[config.mk]
export PLATFORM = sky130hd
export DESIGN_NAME = gpm_pin_mux
export DESIGN_NICKNAME = d
export VERILOG_FILES = /design/src/gpm_pkg.sv /design/src/gpm_pin_mux.sv
export VERILOG_INCLUDE_DIRS = /design/src /design/src/src
export SDC_FILE = /design/constraint.sdc
export NUM_CORES = 1
export LEC_CHECK = 0
export ABC_CLOCK_PERIOD_IN_PS = 4720
export BUFFER_PORTS_ARGS = -buffer_cell sky130_fd_sc_hd__clkbuf_2
export CAP_MARGIN = 25
export CORE_ASPECT_RATIO = 1.25
export CORE_MARGIN = 1.5
export CORE_UTILIZATION = 60
export CTS_CLUSTER_SIZE = 12
export DETAILED_ROUTE_END_ITERATION = 12
export GPL_TIMING_DRIVEN = 1
export PLACE_DENSITY = 0.92
export SYNTH_ARGS = -nofsm -noshare
export SYNTH_HDL_FRONTEND = slang
export SYNTH_SLANG_ARGS = --single-unit
[constraint.sdc]
create_clock -name CLOCK_I -period 4.72 [get_ports CLOCK_I]
set_input_delay 0 -clock CLOCK_I [delete_from_list [all_inputs] [get_ports CLOCK_I]]
set_output_delay 0 -clock CLOCK_I [all_outputs]
set_load 0.02 [all_outputs]
[src/gpm_regs.svh]
// Register map, field positions, reset values and timing of the pin mux.
// Assumes a 32-bit APB slave with a byte address.
`ifndef GPM_REGS_SVH
`define GPM_REGS_SVH

// ----------------------------------------
// Offsets
// ----------------------------------------
`define GPM_FUNC_OFS    8'h00
`define GPM_PAD_OFS     8'h04
`define GPM_DIV_OFS     8'h08
`define GPM_GPIO_OFS    8'h0c
`define GPM_STAT_OFS    8'h10

// ----------------------------------------
// Fields of the function register
// ----------------------------------------
`define GPM_F_B0_LSB    0
`define GPM_F_B1_LSB    2
`define GPM_F_B4_BIT    4
`define GPM_F_SLOW_BIT  8
`define GPM_F_FLOAT_BIT 9

// ----------------------------------------
// Reset values
// ----------------------------------------
`define GPM_FUNC_RST    10'h000
`define GPM_PAD_RST     16'h0000
`define GPM_DIV_RST     8'hff
`define GPM_DIV_LOW     8'h00
`define GPM_DIV_HIGH    8'hff

// ----------------------------------------
// Timing
// ----------------------------------------
`define GPM_CLK_MHZ     6'd40
`define GPM_SRC_MHZ     6'd24
`define GPM_CLK_HZ      64'd40000000
`define GPM_FAST_MILLIHZ 64'd11400
`define GPM_SLOW_MILLIHZ 64'd2800

`endif

[src/gpm_pkg.sv]
// Types shared by the pin mux.
// Assumes gpm_regs.svh for all numeric constants.
package gpm_pkg;

  // Function of pin_b0 and pin_b1
  typedef enum logic [1:0]
  {
    GPM_FN_GPIO = 2'h0,
    GPM_FN_LAMP = 2'h1,
    GPM_FN_ALT  = 2'h3,
    GPM_FN_RSVD = 2'h2
  } gpm_fn_type;

  // Per-pin pad options, one bit per pin
  typedef struct packed
  {
    logic [3:0] drv8;
    logic [3:0] inv;
    logic [3:0] pu;
    logic [3:0] od;
  } gpm_pad_cfg_type;

endpackage : gpm_pkg

[src/gpm_pin_mux.sv]
// Pin mux for pin_b0, pin_b1, pin_b4, pin_b5 with lamps and clock output.
// Assumes APB at 40 MHz, synchronous pad inputs, pad index 0..3 = b0,b1,b4,b5.
//
// Contract
// - Lamps flash fast 11.4 Hz or slow 2.8 Hz
// - Pins default GPIO input; limited alternate functions
// - Open-drain option drives low only, floats high
// - Weak pull-up option per pin
// - Inversion flips input and output paths
// - Drive strength 4 or 8 mA to pad
// - Only one pin carries the clock output
// - Divider zero holds clock output low
// - Divider 0xff holds clock output high
// - Otherwise clock is 24 MHz over divider+1
// - Divider writable at run time, reset loads 0xff
// - Suspend keeps driven levels by default
`timescale 1ns/1ps
`include "gpm_regs.svh"

module gpm_pin_mux
  import gpm_pkg::*;
#(
  parameter logic [22:0] LED_FAST_HALF =
    23'(`GPM_CLK_HZ * 64'd1000 / (64'd2 * `GPM_FAST_MILLIHZ)),
  parameter logic [22:0] LED_SLOW_HALF =
    23'(`GPM_CLK_HZ * 64'd1000 / (64'd2 * `GPM_SLOW_MILLIHZ))
)
(
  input  wire logic        CLOCK_I,
  input  wire logic        RST_I,
  input  wire logic        PSEL_I,
  input  wire logic        PENABLE_I,
  input  wire logic        PWRITE_I,
  input  wire logic [7:0]  PADDR_I,
  input  wire logic [31:0] PWDATA_I,
  output logic      [31:0] PRDATA_O,
  output logic             PREADY_O,
  output logic             PSLVERR_O,
  input  wire logic        TX_ACT_I,
  input  wire logic        RX_ACT_I,
  input  wire logic        SUSPEND_I,
  input  wire logic [3:0]  PAD_IN_I,
  output logic      [3:0]  PAD_OUT_O,
  output logic      [3:0]  PAD_OE_O,
  output logic      [3:0]  PAD_PU_O,
  output logic      [3:0]  PAD_DRV8_O
);

  // ----------------------------------------
  // Registers
  // ----------------------------------------
  logic [9:0]      func_r;
  gpm_pad_cfg_type pad_r;
  logic [7:0]      div_r;
  logic [3:0]      gout_r;
  logic [3:0]      gdir_r;
  gpm_fn_type      fn_b0;
  gpm_fn_type      fn_b1;
  logic            fn_b4;
  logic            led_slow;
  logic            susp_float;
  logic            wr_en;
  logic            rd_en;
  logic [31:0]     rd_data;
  logic            rd_err;

  assign fn_b0      = gpm_fn_type'(func_r[`GPM_F_B0_LSB +: 2]);
  assign fn_b1      = gpm_fn_type'(func_r[`GPM_F_B1_LSB +: 2]);
  assign fn_b4      = func_r[`GPM_F_B4_BIT];
  assign led_slow   = func_r[`GPM_F_SLOW_BIT];
  assign susp_float = func_r[`GPM_F_FLOAT_BIT];

  assign wr_en = PSEL_I & PENABLE_I & PWRITE_I;
  assign rd_en = PSEL_I & ~PENABLE_I & ~PWRITE_I;

  // ----------------------------------------
  // APB write side
  // ----------------------------------------
  always_ff @(posedge CLOCK_I)
  begin
    if (RST_I)
    begin
      func_r <= `GPM_FUNC_RST;
      pad_r  <= `GPM_PAD_RST;
      gout_r <= 4'h0;
      gdir_r <= 4'h0;
    end
    else if (wr_en)
    begin
      if (PADDR_I == `GPM_FUNC_OFS)
      begin
        func_r <= PWDATA_I[9:0];
      end
      else if (PADDR_I == `GPM_PAD_OFS)
      begin
        pad_r <= PWDATA_I[15:0];
      end
      else if (PADDR_I == `GPM_GPIO_OFS)
      begin
        gout_r <= PWDATA_I[3:0];
        gdir_r <= PWDATA_I[7:4];
      end
    end
  end

  // Divider may be rewritten at any time
  always_ff @(posedge CLOCK_I)
  begin
    if (RST_I)
    begin
      div_r <= `GPM_DIV_RST;
    end
    else if (wr_en && PADDR_I == `GPM_DIV_OFS)
    begin
      div_r <= PWDATA_I[7:0];
    end
  end

  // ----------------------------------------
  // APB read side
  // ----------------------------------------
  logic       clk_lvl_r;
  logic       flash_r;
  logic [7:0] act_div_r;

  always_comb
  begin
    rd_data = 32'h0;
    rd_err  = 1'b0;
    if (PADDR_I == `GPM_FUNC_OFS)
    begin
      rd_data[9:0] = func_r;
    end
    else if (PADDR_I == `GPM_PAD_OFS)
    begin
      rd_data[15:0] = pad_r;
    end
    else if (PADDR_I == `GPM_DIV_OFS)
    begin
      rd_data[7:0]  = div_r;
      rd_data[15:8] = act_div_r;
    end
    else if (PADDR_I == `GPM_GPIO_OFS)
    begin
      rd_data[7:0] = {gdir_r, gout_r};
    end
    else if (PADDR_I == `GPM_STAT_OFS)
    begin
      rd_data[3:0] = PAD_IN_I ^ pad_r.inv;
      rd_data[4]   = clk_lvl_r;
      rd_data[5]   = flash_r;
      rd_data[6]   = SUSPEND_I;
    end
    else
    begin
      rd_err = 1'b1;
    end
  end

  // Answer in the access cycle that follows every setup cycle
  always_ff @(posedge CLOCK_I)
  begin
    if (RST_I)
    begin
      PREADY_O  <= 1'b0;
      PSLVERR_O <= 1'b0;
      PRDATA_O  <= 32'h0;
    end
    else
    begin
      PREADY_O  <= PSEL_I & ~PENABLE_I;
      PSLVERR_O <= PSEL_I & ~PENABLE_I & rd_err;
      PRDATA_O  <= rd_en ? rd_data : 32'h0;
    end
  end

  // ----------------------------------------
  // 24 MHz tick from the 40 MHz clock
  // ----------------------------------------
  logic [5:0] acc_r;
  logic [5:0] acc_sum;
  logic       tick;

  assign acc_sum = acc_r + `GPM_SRC_MHZ;
  assign tick    = acc_sum >= `GPM_CLK_MHZ;

  always_ff @(posedge CLOCK_I)
  begin
    if (RST_I)
    begin
      acc_r <= 6'h0;
    end
    else
    begin
      acc_r <= tick ? acc_sum - `GPM_CLK_MHZ : acc_sum;
    end
  end

  // ----------------------------------------
  // Clock divider
  // ----------------------------------------
  logic [7:0] cnt_r;
  logic [8:0] half;
  logic       div_const;
  logic       at_edge;

  assign div_const = act_div_r == `GPM_DIV_LOW || act_div_r == `GPM_DIV_HIGH;
  assign at_edge   = div_const || (tick && cnt_r == act_div_r);
  assign half      = 9'({1'b0, act_div_r} + 9'h1) >> 1;

  always_ff @(posedge CLOCK_I)
  begin
    if (RST_I)
    begin
      cnt_r     <= 8'h0;
      act_div_r <= `GPM_DIV_RST;
    end
    else if (at_edge)
    begin
      cnt_r     <= 8'h0;
      act_div_r <= div_r;
    end
    else if (tick)
    begin
      cnt_r <= cnt_r + 8'h1;
    end
  end

  always_ff @(posedge CLOCK_I)
  begin
    if (RST_I)
    begin
      clk_lvl_r <= 1'b1;
    end
    else if (act_div_r == `GPM_DIV_LOW)
    begin
      clk_lvl_r <= 1'b0;
    end
    else if (act_div_r == `GPM_DIV_HIGH)
    begin
      clk_lvl_r <= 1'b1;
    end
    else
    begin
      clk_lvl_r <= {1'b0, cnt_r} < half;
    end
  end

  // ----------------------------------------
  // Lamp flasher
  // ----------------------------------------
  logic [22:0] led_cnt_r;
  logic [22:0] led_lim;

  assign led_lim = led_slow ? LED_SLOW_HALF : LED_FAST_HALF;

  always_ff @(posedge CLOCK_I)
  begin
    if (RST_I)
    begin
      led_cnt_r <= 23'h0;
      flash_r   <= 1'b0;
    end
    else if (led_cnt_r >= led_lim - 23'h1)
    begin
      led_cnt_r <= 23'h0;
      flash_r   <= ~flash_r;
    end
    else
    begin
      led_cnt_r <= led_cnt_r + 23'h1;
    end
  end

  // ----------------------------------------
  // Function select
  // ----------------------------------------
  logic [3:0] val;
  logic [3:0] drv;
  logic       send_activity_lamp;
  logic       receive_activity_lamp;
  logic       either_activity_lamp;

  assign send_activity_lamp    = TX_ACT_I & flash_r;
  assign receive_activity_lamp = RX_ACT_I & flash_r;
  assign either_activity_lamp  = (TX_ACT_I | RX_ACT_I) & flash_r;

  always_comb
  begin
    val = gout_r;
    drv = gdir_r;
    if (fn_b0 == GPM_FN_LAMP)
    begin
      val[0] = send_activity_lamp;
      drv[0] = 1'b1;
    end
    else if (fn_b0 == GPM_FN_ALT)
    begin
      val[0] = clk_lvl_r;
      drv[0] = 1'b1;
    end
    if (fn_b1 == GPM_FN_LAMP)
    begin
      val[1] = receive_activity_lamp;
      drv[1] = 1'b1;
    end
    else if (fn_b1 == GPM_FN_ALT)
    begin
      val[1] = either_activity_lamp;
      drv[1] = 1'b1;
    end
    // pin_b0 keeps the clock if both ask for it
    if (fn_b4 && fn_b0 != GPM_FN_ALT)
    begin
      val[2] = clk_lvl_r;
      drv[2] = 1'b1;
    end
  end

  // ----------------------------------------
  // Pad drivers
  // ----------------------------------------
  genvar g;
  generate
    for (g = 0; g < 4; g++)
    begin : g_pad
      logic lvl;
      assign lvl = val[g] ^ pad_r.inv[g];

      always_ff @(posedge CLOCK_I)
      begin
        if (RST_I)
        begin
          PAD_OUT_O[g] <= 1'b0;
          PAD_OE_O[g]  <= 1'b0;
        end
        else if (SUSPEND_I && susp_float)
        begin
          PAD_OE_O[g] <= 1'b0;
        end
        else if (!SUSPEND_I)
        begin
          // Suspend with keep leaves both flops frozen
          if (pad_r.od[g])
          begin
            PAD_OUT_O[g] <= 1'b0;
            PAD_OE_O[g]  <= drv[g] & ~lvl;
          end
          else
          begin
            PAD_OUT_O[g] <= lvl;
            PAD_OE_O[g]  <= drv[g];
          end
        end
      end

      always_ff @(posedge CLOCK_I)
      begin
        if (RST_I)
        begin
          PAD_PU_O[g]   <= 1'b0;
          PAD_DRV8_O[g] <= 1'b0;
        end
        else
        begin
          PAD_PU_O[g]   <= pad_r.pu[g];
          PAD_DRV8_O[g] <= pad_r.drv8[g];
        end
      end
    end
  endgenerate
endmodule : gpm_pin_mux

==> results of run 1 <==
==> cells in the mapped netlist (3+ instances only) <==
master,instances
dfxtp_1,120
nor4_1,4
nand2_1,54
nand3_1,44
a21o_1,7
mux2i_1,24
and3_4,3
a22oi_1,11
xor2_1,33
clkbuf_1,22
a21oi_1,44
nand3b_1,6
buf_4,17
and3_1,9
o21ai_0,9
and4_1,4
ha_1,27
nor3_1,23
nand4_1,14
a311o_1,3
nor2b_1,11
o31ai_1,3
buf_1,3
buf_2,8
xnor2_1,19
a31o_2,3
inv_1,20
nor2_1,82
a221oi_1,3
buf_6,3
==> cell type report <==
class	count	area (um^2)	area share, %
clock inverters	15	130.1	1.884
inverters	20	75.07	1.087
repair buffers	99	633.1	9.167
clock buffers	17	425.4	6.159
well taps	123	153.9	2.228
multi-input cells	488	3087	44.69
flip-flops and latches	120	2402	34.78
==> layer usage <==
layer | vias to the layer above | GRT usage (%)
met1 | 2534 | 32.75
met4 | 0 | 20.31
met2 | 297 | 56.12
met3 | 79 | 7.124
met5 | - | 0
li1 | 2438 | -
==> worst max-delay path: stages, from the launching register on <==
cell and delay [ps]:
dfxtp_1 510, inv_1 240, ha_1 360, and4_1 220
nand3_1 110, a211oi_1 460, or3_1 690, nor2_1 120
==> flip-flops by register name, indices dropped and copies added, names as in the netlist <==
signal,cells
led_cnt_r,23
PRDATA_O,16
pad_r,16
func_r,10
act_div_r,8
cnt_r,8
div_r,8
PAD_DRV8_O,4
PAD_OE_O,4
PAD_OUT_O,4
PAD_PU_O,4
gdir_r,4
gout_r,4
acc_r,3
PREADY_O,1
PSLVERR_O,1
clk_lvl_r,1
flash_r,1
==> metrics by stage <==
step / cell area (um^2) / util (%) / power [mW] / hold slack [ps]
after detailed placement: 6101 / 65.80 / 1.367 / 254.0
final: 6907 / 74.49 / 2.578 / 5.142
after CTS: 6907 / 74.49 / 2.566 / 4.534
after floorplan: 5859 / - / 1.322 / 129.7
after global routing: 6907 / 74.49 / 2.666 / 36.59
after global placement: 6101 / 65.80 / 1.346 / 236.6
==> power breakdown <==
group | switching (mW) | leakage (nW) | internal, mW
registers | 0.0243 | 0.969 | 1.03
logic | 0.188 | 1.65 | 0.126
clock network | 0.486 | 0.257 | 0.722
==> cell usage in the layout (no fill, tap or decap), drive strengths merged, types with 3 or more instances in the layout <==
cell,count
clkbuf,86
a22oi,11
nor2b,11
and3,12
dfxtp,120
clkinv,6
dlygate4sd3,25
nand3,44
o21ai,9
mux2i,24
clkinvlp,6
nor2,82
o31ai,3
a31o,3
or3,3
xnor2,19
nor4,6
a21o,7
nand4,14
a21oi,44
buf,5
inv,22
a311o,3
conb,16
and4,4
nand3b,6
xor2,33
a221oi,3
ha,27
nor3,24
nand2,54
==> how the worst max path moves through the flow <==
stage,from,endpoint,slack [ps]
2_1_floorplan,acc_r[3],act_div_r[6],2610
3_3_place_gp,func_r[8],led_cnt_r[6],2060
3_5_place_dp,func_r[8],led_cnt_r[11],1920
4_1_cts,func_r[8],led_cnt_r[10],1880
5_1_grt,func_r[8],led_cnt_r[10],1550
6_report,func_r[8],led_cnt_r[10],1840
==> cell families after synthesis <==
group,count (synthesis)
AND/OR/NAND/NOR,270
flip-flops,120
AO/OA/AOI/OAI,98
buffers and inverters,73
XOR/XNOR,52
adder cells (fa/ha/maj),27
multiplexers,25
other,1
==> timing repair <==
action,4_1_cts,5_1_grt
endpoints found under the hold margin,55,0
setup buffers,0,0
hold buffers,25,0
setup endpoints to repair,0,0
==> results.yml, run 1 <==
status:
  status: "completed"
grt:
  grt_pass1_wl_mm: 25.45
  globalRouteOverflowTotal: 0
  grt_usage_pct: 31.36
  grt_pass1_vias: 5354
  antenna_found_initial: 0
  grt_max_degree: 73
synth:
  async_reset_ff_share_pct: 0
  synth_xor_area_share_pct: 7.848
  syn_area_um2: 5803
  synthSimpleGateAreaFrac_pct: 23.22
  synth_seq_area_share_pct: 41.40
  synth_compound_area_share_pct: 10.74
  synth_edf_count: 0
  yosysTopAreaCellShare_pct: 41.40
  ys_warn_count: 0
  muxShareOfSynthArea_pct: 4.528
  synth_area_leaders: "dfxtp_1 (41%), ha_1 (5.8%), nor2_1 (5.3%)"
  netlist_instances: 666
  yosys_most_used_dff: "dfxtp_1"
  synth_top_family_by_area: "simple AND/OR/NAND/NOR gates"
  yosys.area_share.adder_pct: 5.821
  synth-seq-cells: 120
  synth.avg_cell_area_um2: 8.713
  synth_cell_type_count: 54
  yosys.area.top_type: "dfxtp_1"
place:
  pre_cts_ws_ps: 1920
  io_buffers: 69
  dp.cells: 825
  dp_hpwl_mm: 9.617
  gp_congestion: 0.9050
clocking:
  cts-resized-gates: 0
  cts.sinks: 120
  clock_latency_ps: 420
  cts_tree: "yes"
  numCtsBuffers: 17
  cts-root-buf: "clkbuf_16"
  path_clk_slew_ps: 60
  cts_buffer_depth: 2
  h-tree-depth: 4
final_layout:
  fin_cells: 882
  final_net_count: 825
  n_antenna_cell: 0
  synthToLayoutAreaGrowth_pct: 19.02
  fillers: 589
  drive_gt1_share_pct: 15.55
worst_hold_path:
  min_path_type: "primary input to register"
  min_to: "PRDATA_O[1]"
  min_delay_path_depth: 5
  hold_path_startpoint: "PAD_IN_I[1]"
sta:
  worstMarginPinSlew_ps: 767.9
  drv_slew: 0
  finalSetupTns_ps: 0
  slew_headroom_pct: 48.81
  setup_ws_ps: 1845
  hold_viol_final: 0
  skew_ps: 6.667
  max_freq_ghz: 0.3478
  grt_setup_unrepaired: "false"
  setup_violations: 0
  min_period_over_period_pct: 60.92
  layout_min_cycle_time_ps: 2875
detailed_routing:
  drc: 0
  drt_iter0_drc: 505
  drt-total-wl_mm: 15.47
  wl_per_cell_um: 17.54
  viasPerCell: 6.063
  highest_layer: "met4"
  wl_met2_mm: 8.234
  dr.pass1.iters: 5
  m1WireLength_mm: 5.425
  antenna_left: 0
  wl_met3_mm: 1.102
  vias: 5348
setup_path:
  timing.rr.end: "led_cnt_r[10]"
  endpoint_kind: "register"
  r2r_slack_ps: 1840
  cp.required_ps: 4990
  reg2reg_from: "func_r[8]"
  crit_fanout: 23
  cp-start-kind: "register"
  cp_data_arrival_time_ps: 3140
  r2r_cells: 7
  path_class: "register to register"
pwr:
  p_leak_nw: 2.880
  powerDensity_nw_per_um2: 373.2
  peakVddDrop_mv: 0.2682
job:
  maxCapViolations: 0
die:
  dieArea_um2: 10270
  rows: 39
  fp.dieW_um: 90.96
  die_y_um: 113.0
  io_pins: 102
  initial_core_util_pct: 62.59
  core_area_um2: 9271
Note: power is estimated with default switching activity, not from simulation.
==> run 2: changes to the inputs <==
- ABC_CLOCK_PERIOD_IN_PS: 4720 -> 2900
- CORE_UTILIZATION: 60 -> 56
- PLACE_DENSITY: 0.92 -> 0.87
- clock period: 4.72 -> 2.9 ns (I/O delays scaled with it)
==> run 2 against run 1 <==
  * Clock-buffer cell count increased by 1
  * Wire length decreased by 3.7%
  * Sequential power increased by 62%
==> results.yml, run 2 (synthesized netlist as in run 1, its figures left out) <==
die:
  core_area_um2: 10110
  die_y_um: 116.8
  rows: 41
  io_pins: 102
  dieArea_um2: 10990
  fp.dieW_um: 94.05
  initial_core_util_pct: 57.42
sta:
  skew_ps: 4.667
  setup_ws_ps: 425.7
  layout_min_cycle_time_ps: 2474
  min_period_over_period_pct: 85.32
  worstMarginPinSlew_ps: 759.7
  setup_violations: 0
  max_freq_ghz: 0.4042
  slew_headroom_pct: 48.88
  holdWs_ps: 20.67
  drv_slew: 0
  hold_viol_final: 0
  finalSetupTns_ps: 0
  grt_setup_unrepaired: "false"
grt:
  globalRouteOverflowTotal: 0
  grt_pass1_wl_mm: 23.77
  grt_usage_pct: 28.05
  antenna_found_initial: 0
  grt_max_degree: 62
  grt_pass1_vias: 5082
clocking:
  hold_buffers: 20
  postCtsSetupBuffers: 0
  clock_latency_ps: 420
  cts_tree: "yes"
  cts-root-buf: "clkbuf_16"
  h-tree-depth: 4
  cts_buffer_depth: 2
  cts.sinks: 120
  cts-resized-gates: 0
  path_clk_slew_ps: 60
  numCtsBuffers: 17
pwr:
  p_leak_nw: 2.920
  powerDensity_nw_per_um2: 654.1
  peakVddDrop_mv: 0.4930
final_layout:
  regMostFlops: "led_cnt_r"
  largest_register_ffs: 23
  drive_gt1_share_pct: 15.98
  final_cell_mix: "dfxtp_1 (120), nor2_1 (82), clkbuf_2 (69)"
  finish.utilization_pct: 69.30
  fin_area_um2: 7003
  n_antenna_cell: 0
  layout_commonest_cell: "dfxtp_1"
  synthToLayoutAreaGrowth_pct: 20.68
  final_net_count: 823
  top_regs: "led_cnt_r (23), PRDATA_O (16), pad_r (16)"
setup_path:
  crit_chain: "inv_1, ha_1, and4_1, nand3_1, a211oi_1, or3_1, buf_4, nor2_1"
  path_class: "register to register"
  crit_slowest_cell: "dfxtp_1"
  crit_fanout: 23
  endpoint_kind: "register"
  cp.required_ps: 3200
  cp_data_arrival_time_ps: 2770
  cpPeakStageDelay_ps: 510
  cp-start-kind: "register"
worst_hold_path:
  min_path_type: "primary input to register"
place:
  placed_area_um2: 6143
  io_buffers: 69
  pre_cts_ws_ps: 466.3
  gp_congestion: 0.9224
  dp_hpwl_mm: 9.632
detailed_routing:
  drt-total-wl_mm: 14.90
  antenna_left: 0
  wl_per_cell_um: 16.82
  vias: 5250
  viasPerCell: 5.926
  drc: 0
  dr.pass1.iters: 6
  drt_iter0_drc: 491
job:
  maxCapViolations: 0
status:
  status: "completed"
run 2: where the power goes:
group          total [mW]  internal [mW]  switching [mW]
Clock                2.33           1.55           0.774
Combinational       0.535          0.221           0.314
Sequential           1.72           1.68          0.0389
run 2: area by class of cell:
| cell class | count | area, um^2 |
|---|---|---|
| fill | 707 | 3103 |
| multi-input combinational | 488 | 3087 |
| sequential | 120 | 2402 |
| timing repair buffer | 97 | 618.1 |
| clock buffer | 18 | 439.2 |
| clock inverter | 14 | 220.2 |
| tap | 129 | 161.4 |
| inverter | 20 | 75.07 |
run 2: path summary, 6_finish.rpt:
| path | start | end | slack, ps | cells past startpoint |
|---|---|---|---|---|
| max | func_r[8] | led_cnt_r[5] | 430 | 8 |
| min | PADDR_I[1] | pad_r[7] | 20 | 5 |
| max reg2reg | func_r[8] | led_cnt_r[5] | 430 | 8 |
| min reg2reg | func_r[5] | func_r[5] | 460 | 2 |
run 2: through the flow:
stage / total power, mW / cells
after global routing: 4.741 / 886
final: 4.581 / 886
after global placement: 2.215 / 834
after detailed placement: 2.255 / 834
after CTS: 4.589 / 886
after floorplan: 2.152 / 681
run 2: worst max-delay path, delay by kind of cell, from the launching register on:
kind | cells | cell delay (ps)
AOI/OAI and AO/OA | 1 | 400
buffers and inverters | 2 | 490
and+or+nand+nor | 4 | 600
adders and majority gates | 1 | 350
DFF | 1 | 510
run 2: layer usage:
metal  up-vias  share of wire (%)  global-route usage [%]
li1       2441                  -                       -
met1      2440                 36                   29.69
met2       295                 52                   49.61
met3        74                7.5                   5.814
met4         0                4.9                   19.90
met5         -                  0                       0
==> run 3: changes to the inputs <==
- PLACE_DENSITY: 0.87 -> 0.88
==> run 3 against run 2 <==
  * Core utilization is 0.26 points lower
  * Combinational power is 0.7% higher
  * Register-to-register slack better by 20 ps
  * Clock skew is 1.5 ps higher
  * Final cell count is 0.11% higher
  * Die area stayed put
  * Hold slack better by 27 ps
  * Clock power is 4% lower
  * Final area is 0.38% lower
  * Maximum frequency is 0.98% higher
==> results.yml, run 3 (synthesized netlist as in run 1, its figures left out) <==
status:
  status: "completed"
sta:
  skew_ps: 6.198
  min_period_over_period_pct: 84.49
  grt_setup_unrepaired: "false"
  slew_headroom_pct: 54.34
  setup_violations: 0
  finalSetupTns_ps: 0
  setup_ws_ps: 449.7
  worstMarginPinSlew_ps: 682.4
  hold_viol_final: 0
  layout_min_cycle_time_ps: 2450
  holdWs_ps: 47.35
  max_freq_ghz: 0.4081
  drv_slew: 0
clocking:
  numCtsBuffers: 17
  cts_buffer_depth: 2
  clock_latency_ps: 420
  h-tree-depth: 4
  cts-root-buf: "clkbuf_16"
  cts.sinks: 120
  path_clk_slew_ps: 50
  cts_tree: "yes"
grt:
  antenna_found_initial: 0
  grt_max_degree: 51
  top_usage_layer: "met2"
  grt_usage_pct: 27.26
  grt_pass1_wl_mm: 23.28
  grt_pass1_vias: 5089
  globalRouteOverflowTotal: 0
  use_met3_pct: 5.620
  use_met1_pct: 30.38
  grt_use_met2_pct: 48.26
worst_hold_path:
  min_path_type: "primary input to register"
detailed_routing:
  vias: 5231
  drc: 0
  antenna_left: 0
  wl_per_cell_um: 16.82
  drt_iter0_drc: 586
  dr.pass1.iters: 6
  drt-total-wl_mm: 14.92
  viasPerCell: 5.897
pwr:
  power.total_mw: 4.495
  seqPwrFrac_pct: 38.3
  powerDensity_nw_per_um2: 644.3
  p_clk_share_pct: 49.7
  p_leak_nw: 2.925
  p_switching_mw: 1.073
  peakVddDrop_mv: 0.3762
  pwr-share-comb_pct: 12.0
  swShare_pct: 23.88
  cellInternalPower_mw: 3.421
final_layout:
  finish.utilization_pct: 69.04
  layout_commonest_cell: "dfxtp_1"
  largest_register_ffs: 23
  regMostFlops: "led_cnt_r"
  final_net_count: 825
  synthToLayoutAreaGrowth_pct: 20.22
  drive_gt1_share_pct: 15.83
  n_antenna_cell: 0
  final_cell_mix: "dfxtp_1 (120), nor2_1 (82), clkbuf_2 (69)"
  top_regs: "led_cnt_r (23), PRDATA_O (16), pad_r (16)"
die:
  die_y_um: 116.8
  dieArea_um2: 10990
  rows: 41
  io_pins: 102
  initial_core_util_pct: 57.42
  fp.dieW_um: 94.05
  core_area_um2: 10110
job:
  maxCapViolations: 0
setup_path:
  endpoint_kind: "register"
  cp-start-kind: "register"
  cp_data_arrival_time_ps: 2750
  crit_fanout: 15
  cp.required_ps: 3200
  path_class: "register to register"
place:
  gp_congestion: 0.9365
  dp_hpwl_mm: 9.723
  io_buffers: 69
  pre_cts_ws_ps: 504.0
==> run 3: cell types whose count changed in the layout (fill, tap and decap cells not counted), sizes merged <==
| cell | previous run | this run |
|---|---|---|
| buf | 8 | 10 |
| bufinv | 5 | 4 |
| clkinvlp | 4 | 1 |
| inv | 23 | 20 |
| clkbuf | 87 | 92 |
| clkinv | 2 | 3 |
==> run 3: worst max-delay path, cell delays in order (launching register included) <==
cell	delay, ps
dfxtp_1	500
inv_1	240
ha_1	380
and4b_1	200
nand3_1	110
a211oi_1	430
or3_1	210
buf_4	200
nor2_1	70
==> run 3: final timing paths <==
path,start,endpoint,slack (ps),depth (start not counted)
worst max-delay path,func_r[8],led_cnt_r[8],450,8
worst min-delay path,PAD_IN_I[1],PRDATA_O[1],50,5
worst max register to register,func_r[8],led_cnt_r[8],450,8
worst min register to register,PAD_OUT_O[0],PAD_OUT_O[0],460,2
==> run 3: final cells by class <==
| cell class | instances | area [um^2] |
|---|---|---|
| Tap cell | 129 | 161.4 |
| Multi-Input combinational cell | 488 | 3087 |
| Clock buffer | 23 | 488.0 |
| Sequential cell | 120 | 2402 |
| Clock inverter | 8 | 142.6 |
| Fill cell | 701 | 3129 |
| Timing Repair Buffer | 99 | 620.6 |
| Inverter | 20 | 75.07 |
==> run 3: power groups by stage <==
stage | registers, mW | logic, mW | clock network [mW]
floorplan | 1.73 | 0.419 | 0
global placement | 1.75 | 0.464 | 0
detailed placement | 1.75 | 0.503 | 0
CTS | 1.72 | 0.533 | 2.24
global route | 1.73 | 0.583 | 2.31
finish | 1.72 | 0.539 | 2.23
==> run 3: repair_timing <==
item                                    in CTS  in global routing
hold buffers                                20                  0
endpoints found under the hold margin       48                  0
endpoints found under the setup margin       0                  0
resized for setup                            0                  0
buffers inserted                             0                  0
==> run 3: per-layer routing <==
metal	vias up	wire, um
met1	2434	5586
met2	286	7605
met4	0	621
li1	2445	-
met5	-	0
met3	66	1107
==> run 3: through the flow <==
stage / cell area, um^2 / cells
finish: 6977 / 887
global route: 6977 / 887
CTS: 6977 / 887
detailed placement: 6146 / 836
global placement: 6146 / 836
floorplan: 5859 / 681
